$ cat src/logic/oam_pkg.sv
// shared constants and types for the operand address mode block
package oam_pkg;
  localparam int DATA_W = 16;
  localparam logic [3:0] REG_PROGRAM_COUNTER = 4'h0;
  localparam logic [3:0] REG_STATUS_REGISTER = 4'h2;
  localparam logic [15:0] WORD_STEP = 16'h0002;
  localparam logic [15:0] ZERO_BASE = 16'h0000;
  localparam logic [15:0] RESET_WORD = 16'h0000;
  localparam logic [1:0] SRC_MODE_REGISTER = 2'h0;
  localparam logic [1:0] SRC_MODE_INDEXED = 2'h1;
  localparam logic DST_MODE_REGISTER = 1'b0;
  localparam logic DST_MODE_INDEXED = 1'b1;
  localparam int BYTE_SIGN_BIT = 7;
  localparam int WORD_SIGN_BIT = 15;
  localparam logic [7:0] HIGH_BYTE_CLEAR = 8'h00;
  localparam logic [1:0] ONE_WORD = 2'h1;

  typedef enum logic [1:0] {
    OAM_IDLE = 2'b00,
    OAM_SRC_EXT = 2'b01,
    OAM_DST_EXT = 2'b11,
    OAM_DONE = 2'b10
  } oam_state_t;
endpackage

$ cat src/logic/oam_operand_addr.sv
// operand address generation for register, indexed, symbolic and absolute modes
//
// Summary of operation
// - a byte instruction that writes a register clears the upper eight result bits.
// - byte instructions take their status flags from the byte-wide result.
// - the four modes are accepted for both the source and the destination operand.
// - indexed address is base register plus offset word, and base registers stay untouched.
// - the program counter steps past every fetched offset word.
// - an instruction takes one word plus one extension word per memory operand.
// - symbolic address is the extension word plus the program counter at that word.
// - symbolic extension words are also stepped over before the next instruction.
// - absolute mode is indexed through the status register, which gives a zero base.
// - source field 00 or destination bit 0 is register mode, 01 or 1 the indexed family.
`timescale 1ns/1ps
module oam_operand_addr
  import oam_pkg::*;
(
  input wire logic mclk,
  input wire logic nrst,
  input wire logic ce,
  input wire logic start,
  input wire logic [oam_pkg::DATA_W-1:0] instrPc,
  input wire logic [1:0] sourceModeField,
  input wire logic [3:0] srcRegSel,
  input wire logic [oam_pkg::DATA_W-1:0] srcRegVal,
  input wire logic dstModeBit,
  input wire logic [3:0] dstRegSel,
  input wire logic [oam_pkg::DATA_W-1:0] dstRegVal,
  output logic fetchReq,
  output logic [oam_pkg::DATA_W-1:0] fetchAddr,
  input wire logic [oam_pkg::DATA_W-1:0] fetchData,
  input wire logic fetchAck,
  output logic busy,
  output logic done,
  output logic unsupportedMode,
  output logic srcIsMem,
  output logic dstIsMem,
  output logic [oam_pkg::DATA_W-1:0] srcAddr,
  output logic [oam_pkg::DATA_W-1:0] dstAddr,
  output logic [oam_pkg::DATA_W-1:0] nextPc,
  output logic [1:0] instrWords,
  input wire logic resultValid,
  input wire logic byteOp,
  input wire logic [oam_pkg::DATA_W-1:0] aluResult,
  input wire logic carryWord,
  input wire logic carryByte,
  input wire logic overflowWord,
  input wire logic overflowByte,
  output logic [oam_pkg::DATA_W-1:0] resultData,
  output logic flagN,
  output logic flagZ,
  output logic flagC,
  output logic flagV
);

  ////////////////////////////////////////////////////////////////////////////
  // base selection: program counter gives symbolic, status register absolute

  function automatic logic [DATA_W-1:0] pick_base(
    input logic [3:0] sel,
    input logic [DATA_W-1:0] regVal,
    input logic [DATA_W-1:0] extPc
  );
    logic [DATA_W-1:0] b;
    b = regVal;
    if (sel == REG_PROGRAM_COUNTER) begin
      b = extPc;
    end else if (sel == REG_STATUS_REGISTER) begin
      b = ZERO_BASE;
    end
    return b;
  endfunction

  oam_state_t state_r, state_nxt;
  logic [DATA_W-1:0] ptr_r, ptr_nxt;
  logic [DATA_W-1:0] srcAddr_r, srcAddr_nxt;
  logic [DATA_W-1:0] dstAddr_r, dstAddr_nxt;
  logic [3:0] srcSel_r, dstSel_r;
  logic [DATA_W-1:0] srcBase_r, dstBase_r;
  logic srcMem_r, dstMem_r, badMode_r;
  logic [1:0] words_r;
  logic [DATA_W-1:0] resultData_r;
  logic flagN_r, flagZ_r, flagC_r, flagV_r;

  wire logic srcNeedsExt = (sourceModeField == SRC_MODE_INDEXED);
  wire logic srcModeBad = (sourceModeField != SRC_MODE_INDEXED) &&
                          (sourceModeField != SRC_MODE_REGISTER);
  wire logic dstNeedsExt = (dstModeBit == DST_MODE_INDEXED);
  wire logic extTaken = fetchReq && fetchAck;
  wire logic [DATA_W-1:0] ptrStep = ptr_r + WORD_STEP;
  // base registers are only read, never written back
  wire logic [DATA_W-1:0] srcExtAddr = pick_base(srcSel_r, srcBase_r, ptr_r) + fetchData;
  wire logic [DATA_W-1:0] dstExtAddr = pick_base(dstSel_r, dstBase_r, ptr_r) + fetchData;
  wire logic [DATA_W-1:0] firstPtr = instrPc + WORD_STEP;

  ////////////////////////////////////////////////////////////////////////////
  // sequencing of extension word fetches

  always_comb begin
    state_nxt = state_r;
    ptr_nxt = ptr_r;
    srcAddr_nxt = srcAddr_r;
    dstAddr_nxt = dstAddr_r;
    case (state_r)
      OAM_IDLE: begin
        if (start) begin
          ptr_nxt = firstPtr;
          srcAddr_nxt = srcRegVal;
          dstAddr_nxt = dstRegVal;
          if (srcNeedsExt) begin
            state_nxt = OAM_SRC_EXT;
          end else if (dstNeedsExt) begin
            state_nxt = OAM_DST_EXT;
          end else begin
            state_nxt = OAM_DONE;
          end
        end
      end
      OAM_SRC_EXT: begin
        if (extTaken) begin
          srcAddr_nxt = srcExtAddr;
          ptr_nxt = ptrStep;
          state_nxt = dstMem_r ? OAM_DST_EXT : OAM_DONE;
        end
      end
      OAM_DST_EXT: begin
        if (extTaken) begin
          dstAddr_nxt = dstExtAddr;
          ptr_nxt = ptrStep;
          state_nxt = OAM_DONE;
        end
      end
      OAM_DONE: begin
        state_nxt = OAM_IDLE;
      end
      default: begin
        state_nxt = OAM_IDLE;
      end
    endcase
  end

  always_ff @(posedge mclk or negedge nrst) begin
    if (!nrst) begin
      state_r <= OAM_IDLE;
      ptr_r <= RESET_WORD;
      srcAddr_r <= RESET_WORD;
      dstAddr_r <= RESET_WORD;
    end else if (ce) begin
      state_r <= state_nxt;
      ptr_r <= ptr_nxt;
      srcAddr_r <= srcAddr_nxt;
      dstAddr_r <= dstAddr_nxt;
    end
  end

  // operand description captured at start; an extension word per memory operand
  always_ff @(posedge mclk or negedge nrst) begin
    if (!nrst) begin
      srcSel_r <= 4'h0;
      dstSel_r <= 4'h0;
      srcBase_r <= RESET_WORD;
      dstBase_r <= RESET_WORD;
      srcMem_r <= 1'b0;
      dstMem_r <= 1'b0;
      badMode_r <= 1'b0;
      words_r <= ONE_WORD;
    end else if (ce && state_r == OAM_IDLE && start) begin
      srcSel_r <= srcRegSel;
      dstSel_r <= dstRegSel;
      srcBase_r <= srcRegVal;
      dstBase_r <= dstRegVal;
      srcMem_r <= srcNeedsExt;
      dstMem_r <= dstNeedsExt;
      badMode_r <= srcModeBad;
      words_r <= ONE_WORD + {1'b0, srcNeedsExt} + {1'b0, dstNeedsExt};
    end
  end

  ////////////////////////////////////////////////////////////////////////////
  // result write-back and flags

  wire logic [DATA_W-1:0] byteResult = {HIGH_BYTE_CLEAR, aluResult[7:0]};
  wire logic [DATA_W-1:0] finalResult = byteOp ? byteResult : aluResult;
  wire logic resNeg = byteOp ? aluResult[BYTE_SIGN_BIT] : aluResult[WORD_SIGN_BIT];
  wire logic resZero = byteOp ? (aluResult[7:0] == 8'h00) : (aluResult == 16'h0000);
  wire logic resCarry = byteOp ? carryByte : carryWord;
  wire logic resOvf = byteOp ? overflowByte : overflowWord;

  always_ff @(posedge mclk or negedge nrst) begin
    if (!nrst) begin
      resultData_r <= RESET_WORD;
      flagN_r <= 1'b0;
      flagZ_r <= 1'b0;
      flagC_r <= 1'b0;
      flagV_r <= 1'b0;
    end else if (ce && resultValid) begin
      resultData_r <= finalResult;
      flagN_r <= resNeg;
      flagZ_r <= resZero;
      flagC_r <= resCarry;
      flagV_r <= resOvf;
    end
  end

  // ce low also holds off the fetch request so no word is taken while frozen
  assign fetchReq = ce && (state_r == OAM_SRC_EXT || state_r == OAM_DST_EXT);
  assign fetchAddr = ptr_r;
  assign busy = (state_r != OAM_IDLE);
  assign done = (state_r == OAM_DONE);
  assign unsupportedMode = badMode_r;
  assign srcIsMem = srcMem_r;
  assign dstIsMem = dstMem_r;
  assign srcAddr = srcAddr_r;
  assign dstAddr = dstAddr_r;
  assign nextPc = ptr_r;
  assign instrWords = words_r;
  assign resultData = resultData_r;
  assign flagN = flagN_r;
  assign flagZ = flagZ_r;
  assign flagC = flagC_r;
  assign flagV = flagV_r;

endmodule

$ cat config.mk
export PLATFORM = sky130hd
export DESIGN_NAME = oam_operand_addr
export DESIGN_NICKNAME = d
export VERILOG_FILES = /design/src/logic/oam_pkg.sv /design/src/logic/oam_operand_addr.sv
export SDC_FILE = /design/constraint.sdc
export NUM_CORES = 1
export LEC_CHECK = 0
export BUFFER_PORTS_ARGS = -buffer_cell sky130_fd_sc_hd__buf_2
export CELL_PAD_IN_SITES_DETAIL_PLACEMENT = 1
export CELL_PAD_IN_SITES_GLOBAL_PLACEMENT = 1
export CORE_MARGIN = 2
export CORE_UTILIZATION = 36
export DETAILED_ROUTE_END_ITERATION = 10
export PLACE_DENSITY = 0.82
export SLEW_MARGIN = 40
export SYNTH_ARGS = -nofsm -noshare
export SYNTH_HDL_FRONTEND = slang
export SYNTH_SLANG_ARGS = --single-unit
$ cat constraint.sdc
create_clock -name mclk -period 3.2 [get_ports mclk]
set_input_delay 0.16 -clock mclk [delete_from_list [all_inputs] [get_ports mclk]]
set_output_delay 0.16 -clock mclk [all_outputs]
set_load 0.05 [all_outputs]
* Yosys cells after proc, flatten, opt, wreduce, memory -nomap -nowiden
Cells that the tools add are included.
** Storage, ports and cells
- Bits in registers :: 115
- Latch bits :: 0
- RAM bits :: 0
- Bits in read-only memories :: 0
- Input port bits :: 102
- Output and inout port bits :: 92
- Memories kept :: 0
** Operators by class
- $add $sub $neg :: 6
- Multipliers :: 0
- Div/mod/pow operators :: 0
- Magnitude comparators :: 0
- Eq/ne operators :: 11
- Shift operators :: 0
- Muxes and demuxes :: 25
- Bitwise operators :: 0
- Reduce and logical (&&, ||, !) cells :: 22
** Operators with widths (number)
- 2-to-1 mux 16 bit :: 11
- one-hot mux 16 bit (2 select lines) :: 3
- adder 16 bit :: 2
- adder 16 x 2 -> 16 bit, second input constant :: 2
- logical NOT 16 bit :: 1
- AND reduction 4 bit :: 4
- nonzero test 2 bit :: 5
- equality test 4 x 2 -> 1 bit, second input constant :: 2
- logical NOT 4 bit :: 2
- logical NOT 8 bit :: 1
- 2-to-1 mux 2 bit :: 4
- one-hot mux 2 bit (4 select lines) :: 1
- logical AND 1 bit :: 6
- 2-to-1 mux 1 bit :: 6
- != test 2 bit, second input constant :: 3
- equality test 2 x 1 -> 1 bit, second input constant :: 2
- equality test 2 bit, second input constant :: 2
- != test 2 x 1 -> 1 bit, second input constant :: 2
- adder 1 x 1 -> 2 bit, first input constant :: 1
- adder 2 x 1 -> 2 bit :: 1
- logical NOT 2 bit :: 1
- OR reduction 2 bit :: 1
- logical OR 1 bit :: 1

* Depth between registers and ports, before layout
Gate-level depths: netlist of run 1.
- Depth in word-level cells :: 6
- Gate-level depth with buffers :: 14
- Mapped depth without buffers :: 12

* Least setup slack after synthesis of run 1
Ideal clock, no wire load.
- Path type :: reg2reg
- From :: register dstSel_r[3]
- To :: register dstAddr_r[12] (netlist: dstAddr[12])
- Library setup time :: 0.077 ns
- Arrival time :: 3.137 ns
- Required time :: 3.123 ns
- Setup slack :: -0.014 ns
- Cell stages (with the launch flop) :: 15
- Path buffers :: 2
- Cell sequence :: dfrtp_1 or3_1 clkbuf_1 clkbuf_1 nand2_1 nand2_1 ha_1 fa_1 a211oi_1 o21ai_0 a221o_1 o41ai_1 xnor2_1 nand2_1 a21oi_1
** On the way
- Longest elaborated chain between the ends :: 6
- Elaborated cells between the ends (all ways) :: 7
- Classes of those cells :: add/sub (1); eq/ne (1); mux (4); reduce/logical (1)
** Ends and longest elaborated chain
- start: declaration :: line oam_operand_addr.sv:78 : logic [3:0] srcSel_r, dstSel_r;
- start signal: assignment :: line oam_operand_addr.sv:169 : dstSel_r <= dstRegSel;
- equality test 4 x 2 -> 1 bit :: line oam_operand_addr.sv:68 : end else if (sel == REG_STATUS_REGISTER) begin
- 2-to-1 mux 16 bit :: line oam_operand_addr.sv:68
- 2-to-1 mux 16 bit (*) :: line oam_operand_addr.sv:66 : if (sel == REG_PROGRAM_COUNTER) begin
- adder 16 bit (*) :: line oam_operand_addr.sv:93 : wire logic [DATA_W-1:0] dstExtAddr = pick_base(dstSel_r, dstBase_r, ptr_r) + fetchData;
- 2-to-1 mux 16 bit (*) :: line oam_operand_addr.sv:127 : if (extTaken) begin
- one-hot mux 16 bit (2 select lines) (*) :: line oam_operand_addr.sv:104 : case (state_r)
- end signal: assignment :: line oam_operand_addr.sv:152 : dstAddr_r <= dstAddr_nxt;
- end: declaration :: line oam_operand_addr.sv:77 : logic [DATA_W-1:0] dstAddr_r, dstAddr_nxt;
Every way passes the cells marked *; elsewhere a longest branch is shown, timed or not. The select of a mux whose other input is x is not followed.
A chain may end at the register's enable or synchronous reset.

* Worst setup path in the final report of run 1
- From :: register srcSel_r[3]
- To :: register srcAddr_r[13] (netlist: srcAddr[13])
** On the way
- Longest elaborated chain between the ends :: 6
- Elaborated cells between the ends (all ways) :: 7
- Classes of those cells :: add/sub (1); eq/ne (1); mux (4); reduce/logical (1)
** Ends and longest elaborated chain
- start: declaration :: line oam_operand_addr.sv:78
- start signal: assignment :: line oam_operand_addr.sv:168 : srcSel_r <= srcRegSel;
- equality test 4 x 2 -> 1 bit :: line oam_operand_addr.sv:68
- 2-to-1 mux 16 bit :: line oam_operand_addr.sv:68
- 2-to-1 mux 16 bit (*) :: line oam_operand_addr.sv:66
- adder 16 bit (*) :: line oam_operand_addr.sv:92 : wire logic [DATA_W-1:0] srcExtAddr = pick_base(srcSel_r, srcBase_r, ptr_r) + fetchData;
- 2-to-1 mux 16 bit (*) :: line oam_operand_addr.sv:120 : if (extTaken) begin
- one-hot mux 16 bit (2 select lines) (*) :: line oam_operand_addr.sv:104
- end signal: assignment :: line oam_operand_addr.sv:151 : srcAddr_r <= srcAddr_nxt;
- end: declaration :: line oam_operand_addr.sv:76 : logic [DATA_W-1:0] srcAddr_r, srcAddr_nxt;
Marks and branches as above.

==> results of run 1 <==
## sequential cells by signal, indices dropped and copies added, names as in the netlist, 2 cells and up
signal      count
instrWords      2
dstAddr        16
dstBase_r      16
state_r         2
srcBase_r      16
resultData     16
srcAddr        16
srcSel_r        4
fetchAddr      16
dstSel_r        4
## where the power goes
part / internal [mW] / switching [mW] / total, mW
Sequential: 2.05 / 0.622 / 2.67
Combinational: 2.41 / 4.78 / 7.19
Clock: 1.03 / 0.844 / 1.87
Total: 5.48 / 6.24 / 11.7
## cell usage in the layout (no fill, tap or decap), drive strengths merged, types with 6 or more instances in the layout
master and count:
clkbuf 17, a21o 18, nand3 18, o22ai 10, xnor2 24, o21ai 50, ha 36, nand2b 11
o21a 6, and3 6, dfrtp 114, nor2 35, xor2 13, nand2 263, nor3 14, dlygate4sd3 54
mux2i 13, inv 29, a211oi 7, a21oi 52, nand3b 33, mux2 15, buf 225
## metrics by stage
step           instances  setup slack [ns]  TNS (ns)  instance area [sq um]  util (%)
3_5_place_dp        1318           0.05536         0                   8640     42.70
3_3_place_gp        1318            0.2049         0                   8637     42.68
2_1_floorplan        884           0.05090         0                   7415         -
5_1_grt             1406          -0.01223  -0.01223                   9822     48.54
6_report            1406            0.1249         0                   9822     48.54
4_1_cts             1404           0.04233         0                   9762     48.24
## per-layer routing
metal  vias up  GRT usage, %  wire (um)  share of wire [%]
met1      3806         32.18      11820                 43
met5         -             0         27              0.098
li1       3527             -          -                  -
met4         4         8.702        674                2.4
met3        56         4.969       1450                5.2
met2       255         43.95      13650                 49
## logic make-up (layout without fill, tap and decap cells)
kind of cell | count (synthesis) | after routing | share of synthesized area [%]
fa+ha+maj | 38 | 38 | 6.622
xor+xnor | 37 | 37 | 4.375
buf+inv | 79 | 331 | 5.338
simple gates | 400 | 400 | 24.24
mux | 28 | 28 | 4.138
compound gates | 187 | 187 | 16.42
flops | 115 | 115 | 38.87
## Yosys cell counts (2+ instances only)
library cell / count / area share (%)
ha_1: 36 / 6.1
o31ai_1: 2 / 0.20
a222oi_1: 5 / 0.68
a41oi_1: 3 / 0.35
buf_4: 17 / 1.7
a211oi_1: 6 / 0.61
nand2_1: 261 / 13
and2_2: 2 / 0.20
nor4_1: 3 / 0.25
dfrtp_1: 114 / 39
a221o_1: 4 / 0.54
a211o_1: 2 / 0.24
o211ai_1: 3 / 0.30
nand3_1: 15 / 1.0
nand2_2: 2 / 0.17
a21oi_1: 51 / 3.4
a221oi_1: 3 / 0.35
mux2_4: 2 / 0.41
nand2b_1: 11 / 0.93
nor3b_1: 3 / 0.30
clkbuf_1: 30 / 1.5
nor2b_1: 2 / 0.17
nand3_2: 2 / 0.27
or3_1: 3 / 0.25
a31oi_1: 5 / 0.42
buf_2: 9 / 0.61
nor2_1: 35 / 1.8
and3_1: 6 / 0.51
mux2i_1: 13 / 1.8
nand3b_1: 33 / 3.3
and2_1: 2 / 0.17
o311ai_0: 2 / 0.24
o21a_1: 6 / 0.61
xor2_1: 13 / 1.5
o21ai_0: 49 / 3.3
o221ai_1: 3 / 0.35
o22ai_1: 10 / 0.84
o2111ai_1: 2 / 0.24
nor3_1: 14 / 0.95
inv_1: 19 / 0.96
a21o_1: 18 / 1.8
nand4_1: 3 / 0.25
mux2_2: 13 / 2.0
xnor2_1: 24 / 2.8
fa_1: 2 / 0.54
## layout make-up
class                      count  area (sq um)
clock buffer                  17         425.4
timing repair buffer         279          1753
inverter                      20         75.07
fill                        2441         10410
sequential                   115          2880
multi-input combinational    690          4213
clock inverter                15         137.6
tap                          270         337.8
## worst paths after layout
path	from	to	slack, ns	depth (start not counted)
worst max-delay path	srcSel_r[3]	srcAddr[13]	0.12	11
worst min-delay path	overflowWord	flagV	0.02	3
worst max register to register	srcSel_r[3]	srcAddr[13]	0.12	11
worst min register to register	unsupportedMode	unsupportedMode	0.47	2
max in group asynchronous	nrst	dstBase_r[11]	2.10	3
min in group asynchronous	nrst	fetchAddr[7]	0.24	2
## worst max-delay path, delay by kind of cell, from the launching register on
kind	cells	cell delay, ns
and+or+nand+nor	5	1.01
AOI/OAI and AO/OA	3	0.93
DFF	1	0.41
adders and majority gates	1	0.30
buffers and inverters	1	0.17
xor gates and xnor gates	1	0.16
## repair_timing
item / CTS / global route
endpoints found under the hold margin: 95 / 0
setup buffers: 0 / 2
endpoints found under the setup margin: 2 / 9
pin swaps: 0 / 4
hold buffers: 54 / 0
resized for setup: 3 / 12
==> run_results.csv, run 1 <==
group,metric,value,unit
status,status,"completed",
timing,slew_headroom,52.04,%
clocking,clk_latency,0.43,ns
die,fp.dieW,147.4,um
clocking,cts_buffer_depth,2,
drt,num_vias,7648,
grt,grt_max_degree,42,
drt,wl,27620,um
yosys,avgSynthCellArea,8.379,sq um
power,p_leak,4.917,nW
timing,finalHoldViolations,0,
clocking,cts_htree_levels,4,
critical_path,endpoint_kind,"flop",
timing,setup-violations-final,0,
timing,final-max-slew-violation-count,0,
power,peakVddDrop,793.8,uV
drt,drtIter0Drc,346,
die,core,0.02023,sq mm
yosys,synth_nets,1024,
yosys,synth_edf_count,0,
timing,holdWs,0.02030,ns
cells_and_area,diodes,0,
critical_path,crit_arrival,3.41,ns
power,total_power,11.73,mW
critical_path,crit_fanout,17,
critical_path,crit_path_frequent_cell,"nand2_1",
flow_run,maxCapViolations,0,
die,ioPinCount,194,
clocking,cts_tree,"built",
yosys,ys.flop_type,"dfrtp_1",
drt,via_per_inst,5.440,
timing,max_freq,0.3252,GHz
timing,min_period_over_period,96.10,%
power,p_per_area,1194,mW/mm^2
die,initial_core_util,36.61,%
placed_design,numPortBuffers,193,
grt,grt_pass1_wl,43330,um
yosys,async_flop_share,100.0,%
placed_design,dp_hpwl,20090,um
clocking,cts-root-buf,"clkbuf_16",
cells_and_area,area_delta_synth_final,32.60,%
yosys,yosys_warnings,0,
die,die_h,147.4,um
critical_path,critPathMaxStageDelay,0.48,ns
die,rows,52,
grt,grt_pass1_vias,8120,
grt,grtUsageTotal,25.52,%
timing,clock-skew-final,0.008102,ns
drt,dr.pass1.iters,7,
critical_path,path_class,"flop to flop",
clocking,cts.sinks,115,
placed_design,place_congestion,0.8929,
yosys,synth_cells,884,
cells_and_area,drive_above_1_share,26.50,%
drt,drcViolationCount,0,
cells_and_area,nNetsFinal,1263,
hold_path,hp-class,"primary input to flop",
clocking,cts_buffers,17,
yosys,synthesis.area,0.007407,sq mm
critical_path,worst_ep_required_time,3.53,ns
critical_path,critPathSlowestCell,"a2111o_1",
die,dieArea,0.02174,sq mm
critical_path,start_kind,"flop",
timing,worst_slew_pin_slew,0.7194,ns
timing,period_minus_slack,3.075,ns
grt,grt-ovfl-total,0,
clocking,clkSlewWorstSetupHoldPaths,0.06,ns
yosys,synth_cell_types,66,
yosys,ys_seq_area_share,38.87,%
critical_path,crit_chain,"or3_4, buf_6, nand2_1, nand2_1, ha_1, a2111o_1, o22ai_4, nor3_1, or3_1, xnor2_1, a221oi_2",
yosys,synth-seq-cells,115,
drt,final_antenna_net_count,0,
grt,antenna_found_initial,3,
drt,wl_per_cell,19.65,um
Power figures use the tool's default switching activity.
==> run 2, diff against run 1 <==
- ABC_AREA: unset -> 1
- CORE_UTILIZATION: 36 -> 34
- PLACE_DENSITY: 0.82 -> 0.8
==> run 2 against run 1 <==
  * Count of clock-buffer cells in the layout unchanged
  * Wire length grew 1.3%
  * Critical endpoint is now srcAddr[10]
  * Area after synthesis rose by 1.4%
  * Via count increased by 3.2%
  * Register-to-register slack improved by 0.21 ns
  * Clock power is 10% higher
  * Setup slack gained 0.21 ns
==> run_results.csv, run 2 <==
group,metric,value,unit
critical_path,crit_chain,"nor2_1, nand2_1, nand2_1, o21ai_0, ha_1, fa_1, nand2_1, nand3_1, nand3_1, nand2_1, nand2_1, nand2_1, nand2_1, nand2_1, o21ai_1, nand2_1",
die,rows,54,
drt,dr.pass1.iters,4,
clocking,cts_buffers,17,
power,pwr-share-clk,18.2,%
hold_path,holdPathStages,3,
clocking,postCtsSetupRepairBufs,0,
critical_path,regToRegEndpoint,"srcAddr[10]",
critical_path,critPathSlowestCell,"fa_1",
die,fp.dieW,152.6,um
power,p_int,5.155,mW
clocking,clk_latency,0.43,ns
grt,grt_max_degree,66,
timing,rsz0062_at_grt,"false",
placed_design,dp_hpwl,20760,um
power,p_comb_share,59.1,%
timing,max_freq,0.3493,GHz
yosys,ys_top_cells_by_area,"dfrtp_1 38%, nand2_1 18%, ha_1 6.0%",
drt,wl_per_cell,17.99,um
critical_path,crit_path_frequent_cell,"nand2_1",
status,status,"completed",
yosys,avgSynthCellArea,7.202,sq um
cells_and_area,final_common_cell,"nand2_1",
yosys,yosys.area.top_type,"dfrtp_1",
clocking,ctsHoldBuffers,40,
power,p_leak,5.280,nW
timing,clock-skew-final,0.01259,ns
clocking,cts.sinks,115,
yosys,synth_nets,1183,
cells_and_area,nFillCells,2811,
cells_and_area,final_cell_mix,"361 x nand2_1, 192 x buf_2, 119 x inv_1",
timing,finalHoldViolations,0,
die,ioPinCount,194,
drt,drtIter0Drc,301,
yosys,synth.top_cell.area_share,37.97,%
clocking,clkSlewWorstSetupHoldPaths,0.06,ns
drt,num_vias,7895,
critical_path,path_class,"flop to flop",
power,pwr-share-seq,22.6,%
cells_and_area,area_delta_synth_final,29.11,%
die,die_h,152.6,um
placed_design,dp.cells,1483,
flow_run,maxCapViolations,0,
grt,grt-ovfl-total,0,
grt,antenna_found_initial,5,
yosys,yosys_warnings,0,
timing,period_minus_slack,2.863,ns
timing,finalSetupTns,0,ns
clocking,cts_resized,0,
drt,via_per_inst,5.074,
critical_path,critPathMaxStageDelay,0.42,ns
critical_path,reg2reg_depth,16,
drt,wl,27990,um
yosys,yosysMostFrequentCell,"nand2_1",
hold_path,min_to,"srcBase_r[6]",
yosys,synth_common_cells,"361 x nand2_1, 119 x inv_1, 114 x dfrtp_1, 69 x o21ai_0, 58 x nor2_1",
die,initial_core_util,34.53,%
critical_path,crit_fanout,16,
grt,grtUsageTotal,24.14,%
die,core,0.02176,sq mm
cells_and_area,nNetsFinal,1402,
yosys,ys_seq_area_share,38.32,%
yosys,synthesis.area,0.007512,sq mm
power,p_switching,6.138,mW
timing,holdWs,0.01027,ns
clocking,cts_buffer_depth,2,
critical_path,start_kind,"flop",
cells_and_area,drive_above_1_share,21.10,%
critical_path,endpoint_kind,"flop",
clocking,cts_tree,"built",
clocking,cts-root-buf,"clkbuf_16",
yosys,synth_edf_count,0,
yosys,synth_cell_types,45,
critical_path,crit_arrival,3.18,ns
drt,final_antenna_net_count,0,
power,p_sw_share,54.35,%
placed_design,dp_slack,0.4470,ns
critical_path,timing.rr.start,"srcSel_r[3]",
yosys,ys.flop_type,"dfrtp_1",
power,p_per_area,1164,mW/mm^2
grt,grt_pass1_wl,44580,um
placed_design,place_congestion,0.8928,
timing,setup-violations-final,0,
yosys,async_flop_share,100.0,%
timing,slew_headroom,57.64,%
critical_path,worst_ep_required_time,3.52,ns
power,peakVddDrop,546.5,uV
drt,drcViolationCount,0,
timing,final-max-slew-violation-count,0,
power,total_power,11.29,mW
cells_and_area,final_cells,1556,
yosys,synth_cells,1043,
grt,grt_pass1_vias,8432,
timing,worst_slew_pin_slew,0.6355,ns
critical_path,r2r_slack,0.34,ns
die,dieArea,0.02330,sq mm
timing,setup_slack,0.3367,ns
clocking,cts_htree_levels,4,
yosys,synth-seq-cells,115,
hold_path,min-delay-start,"srcRegVal[6]",
placed_design,numPortBuffers,193,
critical_path,critical_path.top_delay_family,"simple AND/OR/NAND/NOR gates",
hold_path,hp-class,"primary input to flop",
timing,min_period_over_period,89.48,%
critical_path,path_buf_inv,0,
[run 2: cell count changes after synthesis, moves of 20 or more]
cell      change
nand3b_1     -32
nand3_1      +41
nand2_1     +100
o21ai_1      +38
o21ai_0      +20
xnor2_1      -23
inv_1       +100
nor2_1       +23
[run 2: cell type report]
cell class,instances,area (sq um),share of cell area (%)
multi-input cells,756,3899,40.20
flip-flops and latches,115,2879,29.68
repair buffers,244,1468,15.13
inverters,128,480.5,4.954
clock buffers,17,425.4,4.386
well taps,280,350.3,3.612
clock inverters,15,195.2,2.012
diodes,1,2.502,0.02580
[run 2: layer usage]
layer  wire (um)  up-vias  GRT usage (%)
met5          60        -              0
met4         628        8          7.804
met3        1328       46          5.603
met1       11390     3886          27.96
li1            -     3752              -
met2       14580      203          43.88
[run 2: how the worst max path moves through the flow]
stage	from	to	cells after the start
6_report	srcSel_r[3]	srcAddr[10]	16
3_3_place_gp	srcSel_r[3]	srcAddr[10]	16
3_5_place_dp	srcSel_r[3]	srcAddr[8]	15
2_1_floorplan	dstSel_r[3]	dstAddr[14]	17
4_1_cts	srcSel_r[3]	srcAddr[10]	16
5_1_grt	srcSel_r[3]	srcAddr[10]	16
[run 2: cell families after synthesis]
family,Yosys count,synth area share [%]
AOI/OAI and AO/OA,174,12.79
xor gates and xnor gates,17,1.982
adders and majority gates,38,6.529
buffers and inverters,172,9.943
DFF,115,38.32
muxes,20,2.998
and+or+nand+nor,507,27.43
[run 2: power groups by stage]
stage | clock network [mW] | registers (mW) | logic (mW)
floorplan | 0 | 3.61 | 3.77
global placement | 0 | 2.54 | 6.39
detailed placement | 0 | 2.56 | 6.55
CTS | 2.09 | 2.55 | 6.66
global route | 2.15 | 2.62 | 7.34
finish | 2.06 | 2.55 | 6.68
[run 2: worst reg2reg max path: cells and delay by family (launching register included)]
family          cells  cell delay (ns)
simple gates       12             1.51
fa+ha+maj           2             0.65
compound gates      2             0.21
flops               1             0.39
[run 2: stage by stage]
stage          instance area (sq um)  utilization [%]
2_1_floorplan                   7512                -
3_3_place_gp                    8665            39.83
3_5_place_dp                    8676            39.88
4_1_cts                         9697            44.57
5_1_grt                         9697            44.57
6_report                        9699            44.58
